[src/scc_pkg.sv]
// ============================================================
package scc_pkg;

	// ============================================================
	// Bus addresses and register map
	localparam logic [7:0] ADDR_RD   = 8'hd2;
	localparam logic [7:0] ADDR_WR   = 8'hd3;
	localparam int         NUM_REGS  = 10;
	localparam logic [7:0] IDX_CTRL  = 8'h00;
	localparam logic [7:0] IDX_OEA   = 8'h01;
	localparam logic [7:0] IDX_OEB   = 8'h03;
	localparam logic [7:0] IDX_AMP   = 8'h05;
	localparam logic [7:0] IDX_ID    = 8'h07;
	localparam logic [7:0] IDX_COUNT = 8'h08;
	localparam logic [7:0] IDX_OEC   = 8'h09;

	// ============================================================
	// Field positions
	localparam int SPREAD_BIT = 5;
	localparam int OUT0_BIT   = 6;
	localparam int OUT1_BIT   = 3;
	localparam int OUT5_BIT   = 7;
	localparam int OUT4_BIT   = 6;
	localparam int OUT3_BIT   = 6;
	localparam int OUT2_BIT   = 5;
	localparam int AMP_HI_LSB = 6;
	localparam int AMP_MD_LSB = 4;
	localparam int AMP_LO_LSB = 0;

	// ============================================================
	// Reset values and writable bits, index 9 down to 0
	localparam logic [NUM_REGS-1:0][7:0] RST_VAL = {
		8'h60, 8'h09, 8'h00, 8'h00, 8'h51,
		8'h00, 8'hc0, 8'h00, 8'h48, 8'h20};
	localparam logic [NUM_REGS-1:0][7:0] RW_MASK = {
		8'h60, 8'hff, 8'h00, 8'h00, 8'hf3,
		8'h00, 8'hc0, 8'h00, 8'h48, 8'h20};

	// ============================================================
	// Counts
	localparam logic [3:0] BITS_PER_BYTE = 4'h8;
	localparam logic [3:0] LAST_TX_BIT   = 4'h7;

	// ============================================================
	// Link state and byte role
	typedef enum logic [2:0] {
		ST_IDLE = 3'b000,
		ST_RX   = 3'b001,
		ST_ACK  = 3'b011,
		ST_TX   = 3'b010,
		ST_RACK = 3'b110
	} scc_st_e;

	typedef enum logic [1:0] {
		RO_ADDR  = 2'b00,
		RO_INDEX = 2'b01,
		RO_COUNT = 2'b11,
		RO_DATA  = 2'b10
	} scc_role_e;

endpackage : scc_pkg

[src/scc_regs.sv]
module scc_regs
	import scc_pkg::*;
#(
	parameter logic [3:0] REV_ID = 4'h2,  // Arbitrary value
	parameter logic [3:0] VEN_ID = 4'ha,  // Arbitrary value
	parameter int         DIV    = 2
) (
	input  wire logic       ref_clk,
	input  wire logic       arst_n,
	input  wire logic       smb_clk,
	input  wire logic       smb_data_in,
	output logic            smb_data_out,
	output logic            smb_data_oe,
	output logic      [5:0] diff_clock_pair_true,
	output logic      [5:0] diff_clock_pair_comp,
	output logic            spread_enable,
	output logic      [1:0] amp_hi,
	output logic      [1:0] amp_mid,
	output logic      [1:0] amp_lo
);
	localparam int DIV_W = (DIV > 1) ? $clog2(DIV) : 1;
	localparam logic [DIV_W-1:0] DIV_LAST = DIV_W'(DIV - 1);

	typedef struct packed {
		scc_st_e                  st;
		scc_role_e                role;
		logic                     rd_mode;
		logic [3:0]               bit_cnt;
		logic [7:0]               sh;
		logic [7:0]               idx;
		logic                     ack_ok;
		logic                     scl_d;
		logic                     sda_d;
		logic                     oe;
		logic [NUM_REGS-1:0][7:0] regs;
		logic [DIV_W-1:0]         div;
		logic                     phase;
		logic [5:0]               tru;
		logic [5:0]               cmp;
		logic                     spread;
		logic [5:0]               amp;
	} scc_state_s;

	scc_state_s r;
	scc_state_s n;

	logic [1:0] pins_s;
	logic       scl_s;
	logic       sda_s;
	logic       scl_rise;
	logic       scl_fall;
	logic       start_c;
	logic       stop_c;
	logic       rx_done;
	logic [5:0] en;

	// ============================================================
	// Pin sampling
	scc_sync #(.W(2)) u_sync (
		.ref_clk (ref_clk),
		.arst_n  (arst_n),
		.din     ({smb_clk, smb_data_in}),
		.dout    (pins_s)
	);

	assign scl_s    = pins_s[1];
	assign sda_s    = pins_s[0];
	assign scl_rise = scl_s & ~r.scl_d;
	assign scl_fall = ~scl_s & r.scl_d;
	assign start_c  = scl_s & r.scl_d & r.sda_d & ~sda_s;
	assign stop_c   = scl_s & r.scl_d & ~r.sda_d & sda_s;
	assign rx_done  = (r.st == ST_RX) && scl_fall &&
		(r.bit_cnt == BITS_PER_BYTE);

	assign en[0] = r.regs[IDX_OEA][OUT0_BIT];
	assign en[1] = r.regs[IDX_OEA][OUT1_BIT];
	assign en[2] = r.regs[IDX_OEC][OUT2_BIT];
	assign en[3] = r.regs[IDX_OEC][OUT3_BIT];
	assign en[4] = r.regs[IDX_OEB][OUT4_BIT];
	assign en[5] = r.regs[IDX_OEB][OUT5_BIT];

	// ============================================================
	// Register read view
	function automatic logic [7:0] reg_read(
		input logic [NUM_REGS-1:0][7:0] regs,
		input logic [7:0]               idx
	);
		logic [7:0] v;
		v = 8'h00;
		if (idx == IDX_ID) begin
			v = {REV_ID, VEN_ID};
		end else if (idx < 8'(NUM_REGS)) begin
			v = regs[idx[3:0]];
		end
		return v;
	endfunction : reg_read

	// ============================================================
	// Next state
	always_comb begin
		logic do_load;
		do_load = 1'b0;
		n       = r;
		n.scl_d = scl_s;
		n.sda_d = sda_s;

		case (r.st)
			ST_IDLE: begin
				n.oe = 1'b0;
			end
			ST_RX: begin
				if (scl_rise) begin
					n.sh      = {r.sh[6:0], sda_s};
					n.bit_cnt = r.bit_cnt + 4'h1;
				end else if (scl_fall && r.bit_cnt == BITS_PER_BYTE) begin
					n.bit_cnt = 4'h0;
					n.st      = ST_ACK;
					n.oe      = 1'b1;
					case (r.role)
						RO_ADDR: begin
							if (r.sh == ADDR_WR) begin
								n.rd_mode = 1'b0;
								n.role    = RO_INDEX;
							end else if (r.sh == ADDR_RD) begin
								n.rd_mode = 1'b1;
								n.role    = RO_COUNT;
							end else begin
								n.st = ST_IDLE;
								n.oe = 1'b0;
							end
						end
						RO_INDEX: begin
							n.idx  = r.sh;
							n.role = RO_COUNT;
						end
						RO_COUNT: begin
							n.role = RO_DATA;
						end
						default: begin
							if (r.idx < 8'(NUM_REGS)) begin
								n.regs[r.idx[3:0]] =
									(r.regs[r.idx[3:0]] &
									~RW_MASK[r.idx[3:0]]) |
									(r.sh & RW_MASK[r.idx[3:0]]);
							end
							n.idx = r.idx + 8'h01;
						end
					endcase
				end
			end
			ST_ACK: begin
				if (scl_fall) begin
					n.oe = 1'b0;
					if (r.rd_mode) begin
						do_load = 1'b1;
					end else begin
						n.st = ST_RX;
					end
				end
			end
			ST_TX: begin
				if (scl_fall) begin
					if (r.bit_cnt == LAST_TX_BIT) begin
						n.oe = 1'b0;
						n.st = ST_RACK;
					end else begin
						n.sh      = {r.sh[6:0], 1'b0};
						n.oe      = ~r.sh[6];
						n.bit_cnt = r.bit_cnt + 4'h1;
					end
				end
			end
			ST_RACK: begin
				if (scl_rise) begin
					n.ack_ok = ~sda_s;
					// Nack ends the read; wait for stop or restart
					if (sda_s) begin
						n.st = ST_IDLE;
					end
				end else if (scl_fall && r.ack_ok) begin
					do_load = 1'b1;
				end
			end
			default: begin
				n.st = ST_IDLE;
				n.oe = 1'b0;
			end
		endcase

		if (do_load) begin
			n.st      = ST_TX;
			n.bit_cnt = 4'h0;
			if (r.role == RO_COUNT) begin
				n.sh   = r.regs[IDX_COUNT];
				n.role = RO_DATA;
			end else begin
				n.sh  = reg_read(r.regs, r.idx);
				n.idx = r.idx + 8'h01;
			end
			n.oe = ~n.sh[7];
		end

		// Start and stop win over any byte in flight
		if (start_c) begin
			n.st      = ST_RX;
			n.role    = RO_ADDR;
			n.bit_cnt = 4'h0;
			n.oe      = 1'b0;
		end else if (stop_c) begin
			n.st = ST_IDLE;
			n.oe = 1'b0;
		end

		// Output clocks: divider gives a one-cycle toggle enable
		if (r.div == DIV_LAST) begin
			n.div   = '0;
			n.phase = ~r.phase;
		end else begin
			n.div = r.div + DIV_W'(1);
		end
		for (int i = 0; i < 6; i++) begin
			n.tru[i] = en[i] & n.phase;
			n.cmp[i] = en[i] & ~n.phase;
		end
		n.spread = r.regs[IDX_CTRL][SPREAD_BIT];
		n.amp    = {r.regs[IDX_AMP][AMP_HI_LSB +: 2],
			r.regs[IDX_AMP][AMP_MD_LSB +: 2],
			r.regs[IDX_AMP][AMP_LO_LSB +: 2]};
	end

	// ============================================================
	// State register
	always_ff @(posedge ref_clk or negedge arst_n) begin
		if (!arst_n) begin
			r         <= '0;
			r.st      <= ST_IDLE;
			r.role    <= RO_ADDR;
			r.scl_d   <= 1'b1;
			r.sda_d   <= 1'b1;
			r.regs    <= RST_VAL;
			r.spread  <= RST_VAL[IDX_CTRL][SPREAD_BIT];
			r.amp     <= {RST_VAL[IDX_AMP][AMP_HI_LSB +: 2],
				RST_VAL[IDX_AMP][AMP_MD_LSB +: 2],
				RST_VAL[IDX_AMP][AMP_LO_LSB +: 2]};
		end else begin
			r <= n;
		end
	end

	// Open-drain: only ever pull low
	assign smb_data_out         = 1'b0;
	assign smb_data_oe          = r.oe;
	assign diff_clock_pair_true = r.tru;
	assign diff_clock_pair_comp = r.cmp;
	assign spread_enable        = r.spread;
	assign amp_hi               = r.amp[5:4];
	assign amp_mid              = r.amp[3:2];
	assign amp_lo               = r.amp[1:0];
endmodule : scc_regs

[src/scc_sync.sv]
module scc_sync #(
	parameter int W = 2
) (
	input  wire logic         ref_clk,
	input  wire logic         arst_n,
	input  wire logic [W-1:0] din,
	output logic      [W-1:0] dout
);
	logic [W-1:0] meta_r;

	// ============================================================
	// Two-stage synchroniser; first stage feeds only the second
	always_ff @(posedge ref_clk or negedge arst_n) begin
		if (!arst_n) begin
			meta_r <= '1;
			dout   <= '1;
		end else begin
			meta_r <= din;
			dout   <= meta_r;
		end
	end

endmodule : scc_sync
[config.mk]
export PLATFORM = sky130hd
export DESIGN_NAME = scc_regs
export DESIGN_NICKNAME = d
export VERILOG_FILES = /design/src/scc_pkg.sv /design/src/scc_regs.sv /design/src/scc_sync.sv
export SDC_FILE = /design/constraint.sdc
export NUM_CORES = 1
export LEC_CHECK = 0
export ABC_AREA = 1
export BUFFER_PORTS_ARGS = -buffer_cell sky130_fd_sc_hd__buf_2
export CAP_MARGIN = 20
export CORE_UTILIZATION = 40
export DETAILED_ROUTE_END_ITERATION = 10
export SYNTH_ARGS = -nofsm -noshare
export SYNTH_HDL_FRONTEND = slang
export SYNTH_SLANG_ARGS = --single-unit
export TNS_END_PERCENT = 5
[constraint.sdc]
create_clock -name ref_clk -period 3.1 [get_ports ref_clk]
set_clock_uncertainty 0.05 [all_clocks]
set_input_delay 0.155 -clock ref_clk [delete_from_list [all_inputs] [get_ports ref_clk]]
set_output_delay 0.155 -clock ref_clk [all_outputs]
set_load 0.01 [all_outputs]
=== Word-level counts from Yosys, hierarchy flattened ===
Memories as Yosys holds them, arrays and structs flattened.
Cells that the tools add are included.
W data, S select, Z words.

* Register bits: 135
* ROM bits: 128
* Input port bits: 4
* Output and inout port bits: 21
* Logic and storage cells: 181
* Memories kept: 1

{| class="wikitable"
|+ Memories
! name !! words !! bits a word !! rd ports !! clocked after memory_dff !! wr ports !! RTL line !! source
|-
| (name not given) || 16 || 8 || 1 || 0 || 0 || scc_regs.sv:144 || <nowiki>(r.sh & RW_MASK[r.idx[3:0]]);</nowiki>
|}

* Add/sub/neg operators: 3
* Magnitude comparators: 3
* Equality and inequality tests: 28
* Multiplexer cells: 69
* Bitwise logic cells: 33
* Reductions and logical operators: 16

{| class="wikitable"
|+ Operators with widths
! kind !! count
|-
| $mux W81 || 2
|-
| $mux W80 || 2
|-
| $mux W8 || 12
|-
| $bwmux W80 || 1
|-
| $mux W3 || 16
|-
| $bmux W8 S4 || 1
|-
| $demux W8 S4 || 1
|-
| $ne A5 B5 Y1 const B || 5
|-
| $mux W12 || 2
|-
| $pmux W12 S2 || 1
|-
| $mux W20 || 1
|-
| $and A1 B1 Y1 || 19
|-
| $and A8 B8 Y8 || 2
|-
| $eq A8 B8 Y1 const B || 2
|-
| $mux W1 || 16
|-
| $ne A4 B4 Y1 const B || 4
|-
| $pmux W8 S2 || 1
|-
| $pmux W3 S5 || 1
|-
| $reduce_and A5 Y1 || 3
|-
| $mux W10 || 1
|-
| $ne A5 B3 Y1 const B || 2
|-
| $ne A5 B4 Y1 const B || 2
|-
| $not A1 Y1 || 10
|-
| $reduce_and A9 Y1 || 1
|-
| other kinds (35) || 44
|}

=== Longest topological paths before layout ===
* Depth after elaboration: 15
* Depth in mapped cells: 13
* Mapped depth without buffers: 12

=== By module ===
A second synthesis with hierarchy kept.

* Cells, all modules: 943
* Area total of the unflattened synthesis: 7248.2 µm²

{| class="wikitable"
|+ Modules (own cells, without submodules)
! module !! times used !! cells an instance !! area an instance (µm²) !! seq. area each (µm²)
|-
| scc_regs || 1 || 939 || 7143.1 || 3300.7
|-
| scc_sync || 1 || 4 || 105.1 || 105.1
|}

=== Least setup slack after synthesis ===
Ideal clock, no wire load.

* Path type: register -> register
* Start point: reg r[106] (netlist bit)
* End point: reg with a tool-made name
* Setup time: 0.133 ns
* Data arrival time: 2.077 ns
* Data required time: 2.917 ns
* Slack: 0.840 ns
* Cell stages (with the launch flop): 13
* Path buffers: 2
* Period minus slack after synthesis: 2.260 ns
* Cell sequence: dfrtp_1 > buf_2 > clkinv_2 > buf_2 > ha_1 > nand2_1 > nor2_1 > nor2_1 > inv_2 > nor2_1 > nand4_1 > nand3_1 > o21ai_0

{| class="wikitable"
|+ RTL lines
! element !! RTL line !! source
|-
| start: declaration || scc_regs.sv:44 || <nowiki>scc_state_s r;</nowiki>
|-
| start signal: assignment || scc_regs.sv:246 || <nowiki>r <= n;</nowiki>
|}

==> results.py <==
metrics = {
    "grt": {
        "first_global_vias": 5992,
        "grt_usage": 0.225,
        "antenna_found_initial": 0,
        "grt_overflow_total": 0,
        "grt_pass1_wl_um": 31700,
        "grt_max_degree": 86,
    },
    "power": {
        "cellLeakagePower_nw": 4.13,
        "powerDensity_nw_per_um2": 541,
        "irDropWorstVdd_mv": 0.420,
    },
    "floorplan": {
        "die_y_um": 137,
        "chipWidth_um": 137,
        "io_pins": 25,
        "core_area_um2": 17900,
        "std_cell_rows": 49,
        "initial_utilization": 0.408,
        "die-area_um2": 18800,
    },
    "cts": {
        "clock-sinks": 135,
        "cts.repair.resized": 0,
        "post-cts-setup-buffer-count": 0,
        "cts_buffer_depth": 2,
        "cts_buffers": 17,
        "clk_pin_slew_ps": 60,
        "cts_tree": "built",
        "cts_root_buf": "clkbuf_16",
        "insertion_delay_ps": 430,
        "htree_num_levels": 4,
    },
    "synthesis": {
        "synthTopCellsByArea": "dfrtp_1, nand2_1, nand3_1",
        "synth_seq_cells": 135,
        "synth_async_sr_flop_share": 1.00,
        "synth_nets": 997,
        "synth-edff-count": 0,
        "synth_cell_types": 33,
        "ys_warn_count": 0,
        "yosysSeqAreaShare": 0.466,
        "yosysTopAreaCell": "dfrtp_1",
        "synth_top_cell_area_share": 0.387,
        "syn_inst": 983,
        "syn_avg_cell_area_um2": 7.43,
        "ys.flop_type": "dfrtp_1",
        "syn_area_um2": 7300,
    },
    "layout": {
        "n_antenna_cell": 0,
        "fin_nets": 1014,
        "final_area_um2": 8210,
        "syn_to_final_growth_pct": 12.4,
        "stdcell_count": 1242,
        "drive_gt1_frac": 0.115,
    },
    "sta": {
        "min_period_ps": 2440,
        "relSlewSlack": 0.465,
        "slew_viol_final": 0,
        "setup_viol_count_final": 0,
        "tightestPinTransition_ps": 803,
        "finalHoldViolCount": 0,
        "fmax_mhz": 409,
        "holdWs_ps": 284,
        "finalCritPeriodShare": 0.789,
        "rsz0062_at_grt": "false",
        "finalSetupTns_ps": 0,
    },
    "critical_path": {
        "required_ps": 3400,
        "critPathMaxFanout": 10,
        "r2r_slack_ps": 660,
        "slowest_stage": "nand4_1",
        "arrival_ps": 2740,
        "cp_common_cell": "nor2_1",
        "critPathCaptureType": "flip-flop",
        "slowest_delay_ps": 470,
        "path_class": "flip-flop to flip-flop",
        "critical_path.cell_chain": "clkinv_2 > ha_1 > nand2_1 > nor2_1 > nor2_1 > inv_2 > nor2_1 > nand4_1 > nand3_1 > o21ai_0",
        "path_delay_family": "simple AND/OR/NAND/NOR gates",
        "cp.buffers_inverters": 2,
        "worst_setup_path_start_kind": "flip-flop",
    },
    "route": {
        "vias_per_cell": 5.12,
        "route.detailed.drc": 0,
        "wl_per_cell_um": 15.6,
        "vias": 6360,
        "ant_nets": 0,
        "firstDrtPassIters": 5,
        "drt-initial-drc-count": 506,
        "drt_wl_total_um": 19400,
    },
    "hold_path": {
        "hp-class": "input port to async pin",
    },
    "outcome": {
        "status": "complete, no violations",
    },
    "placement": {
        "post-dp-hpwl_um": 13400,
        "place_congestion": 0.904,
        "portBuffers": 23,
        "placed_area_um2": 7540,
        "dp_cells": 1207,
    },
    "job": {
        "drv_cap": 0,
    },
}
synthesized netlist by cell type, drive strengths merged (4+ instances only):
cell    count
or2         4
a21oi      26
o22ai       7
nand2     302
buf        40
nor3        4
nand4      12
inv       120
dfrtp     113
xor2        6
o21ai      82
nor2       88
dfstp      22
ha         10
o211ai      9
nand3     129
area by class of cell:
type | instances | area (µm²)
clock buffer | 20 | 447
clock inverter | 12 | 190
fill | 1817 | 9690
inverter | 121 | 455
multi-input combinational | 685 | 3170
sequential | 135 | 3410
tap | 229 | 287
timing repair buffer | 40 | 256
worst reg2reg max path, cell delays in order (launching register included):
cell      delay [ps]
dfrtp_1          370
clkinv_2         110
ha_1             290
nand2_1          140
nor2_1            70
nor2_1           310
inv_2            110
nor2_1           100
nand4_1          470
nand3_1          240
o21ai_0          110
metrics by stage:
stage           util  total power, W  setup slack [ps]
2_1_floorplan      -         0.00212               840
3_3_place_gp   0.421         0.00226               709
3_5_place_dp   0.421         0.00226               684
4_1_cts        0.459         0.00448               670
5_1_grt        0.459         0.00461               453
6_report       0.459         0.00444               655
report_power, final:
group / leakage [nW] / switching (W) / internal, W / total (W)
Clock: 0.303 / 0.000825 / 0.00138 / 0.00221
Sequential: 1.78 / 0.0000633 / 0.00183 / 0.00190
Combinational: 2.05 / 0.000244 / 0.0000912 / 0.000335
Total: 4.13 / 0.00113 / 0.00331 / 0.00444
cells by family after synthesis:
group,synth area share
AOI/OAI and AO/OA,0.0911
xor gates and xnor gates,0.00959
adders and majority gates,0.0171
buffers and inverters,0.0999
DFF,0.466
other,0.000513
and+or+nand+nor,0.316
path summary, 6_finish.rpt:
check | end | startpoint | cells past startpoint
max | flip-flop | r[106] | 10
min | diff_clock_pair_true[5] | arst_n | 2
max reg2reg | flip-flop | r[106] | 10
min reg2reg | u_sync.dout[0] | u_sync.meta_r[0] | 0
max in group asynchronous | async pin | arst_n | 3
min in group ref_clk | u_sync.dout[0] | u_sync.meta_r[0] | 0
cells in the final DEF, fill, tap and decap left out, drive strengths merged:
master / instances
a21oi: 26
a22oi: 1
a31oi: 1
buf: 37
bufinv: 4
clkbuf: 20
clkinv: 4
clkinvlp: 2
conb: 1
dfrtp: 113
dfstp: 22
dlygate4sd3: 3
ha: 10
inv: 123
nand2: 302
nand3: 129
nand3b: 1
nand4: 12
nor2: 88
nor3: 4
o211ai: 9
o21ai: 82
o22ai: 7
or2: 4
xnor2: 2
xor2: 6
layer usage:
layer  vias up  track usage  wire, µm
met1      2997        0.313      9390
met3        22       0.0481      1040
met2       174        0.346      8670
met4         0       0.0714       271
met5         -            0         0
li1       3167            -         -
timing repair:
action,in CTS,in global routing
hold buffers,3,0
endpoints found under the hold margin,76,0
setup endpoints to repair,0,0
Note: power is estimated with default switching activity, not from simulation.
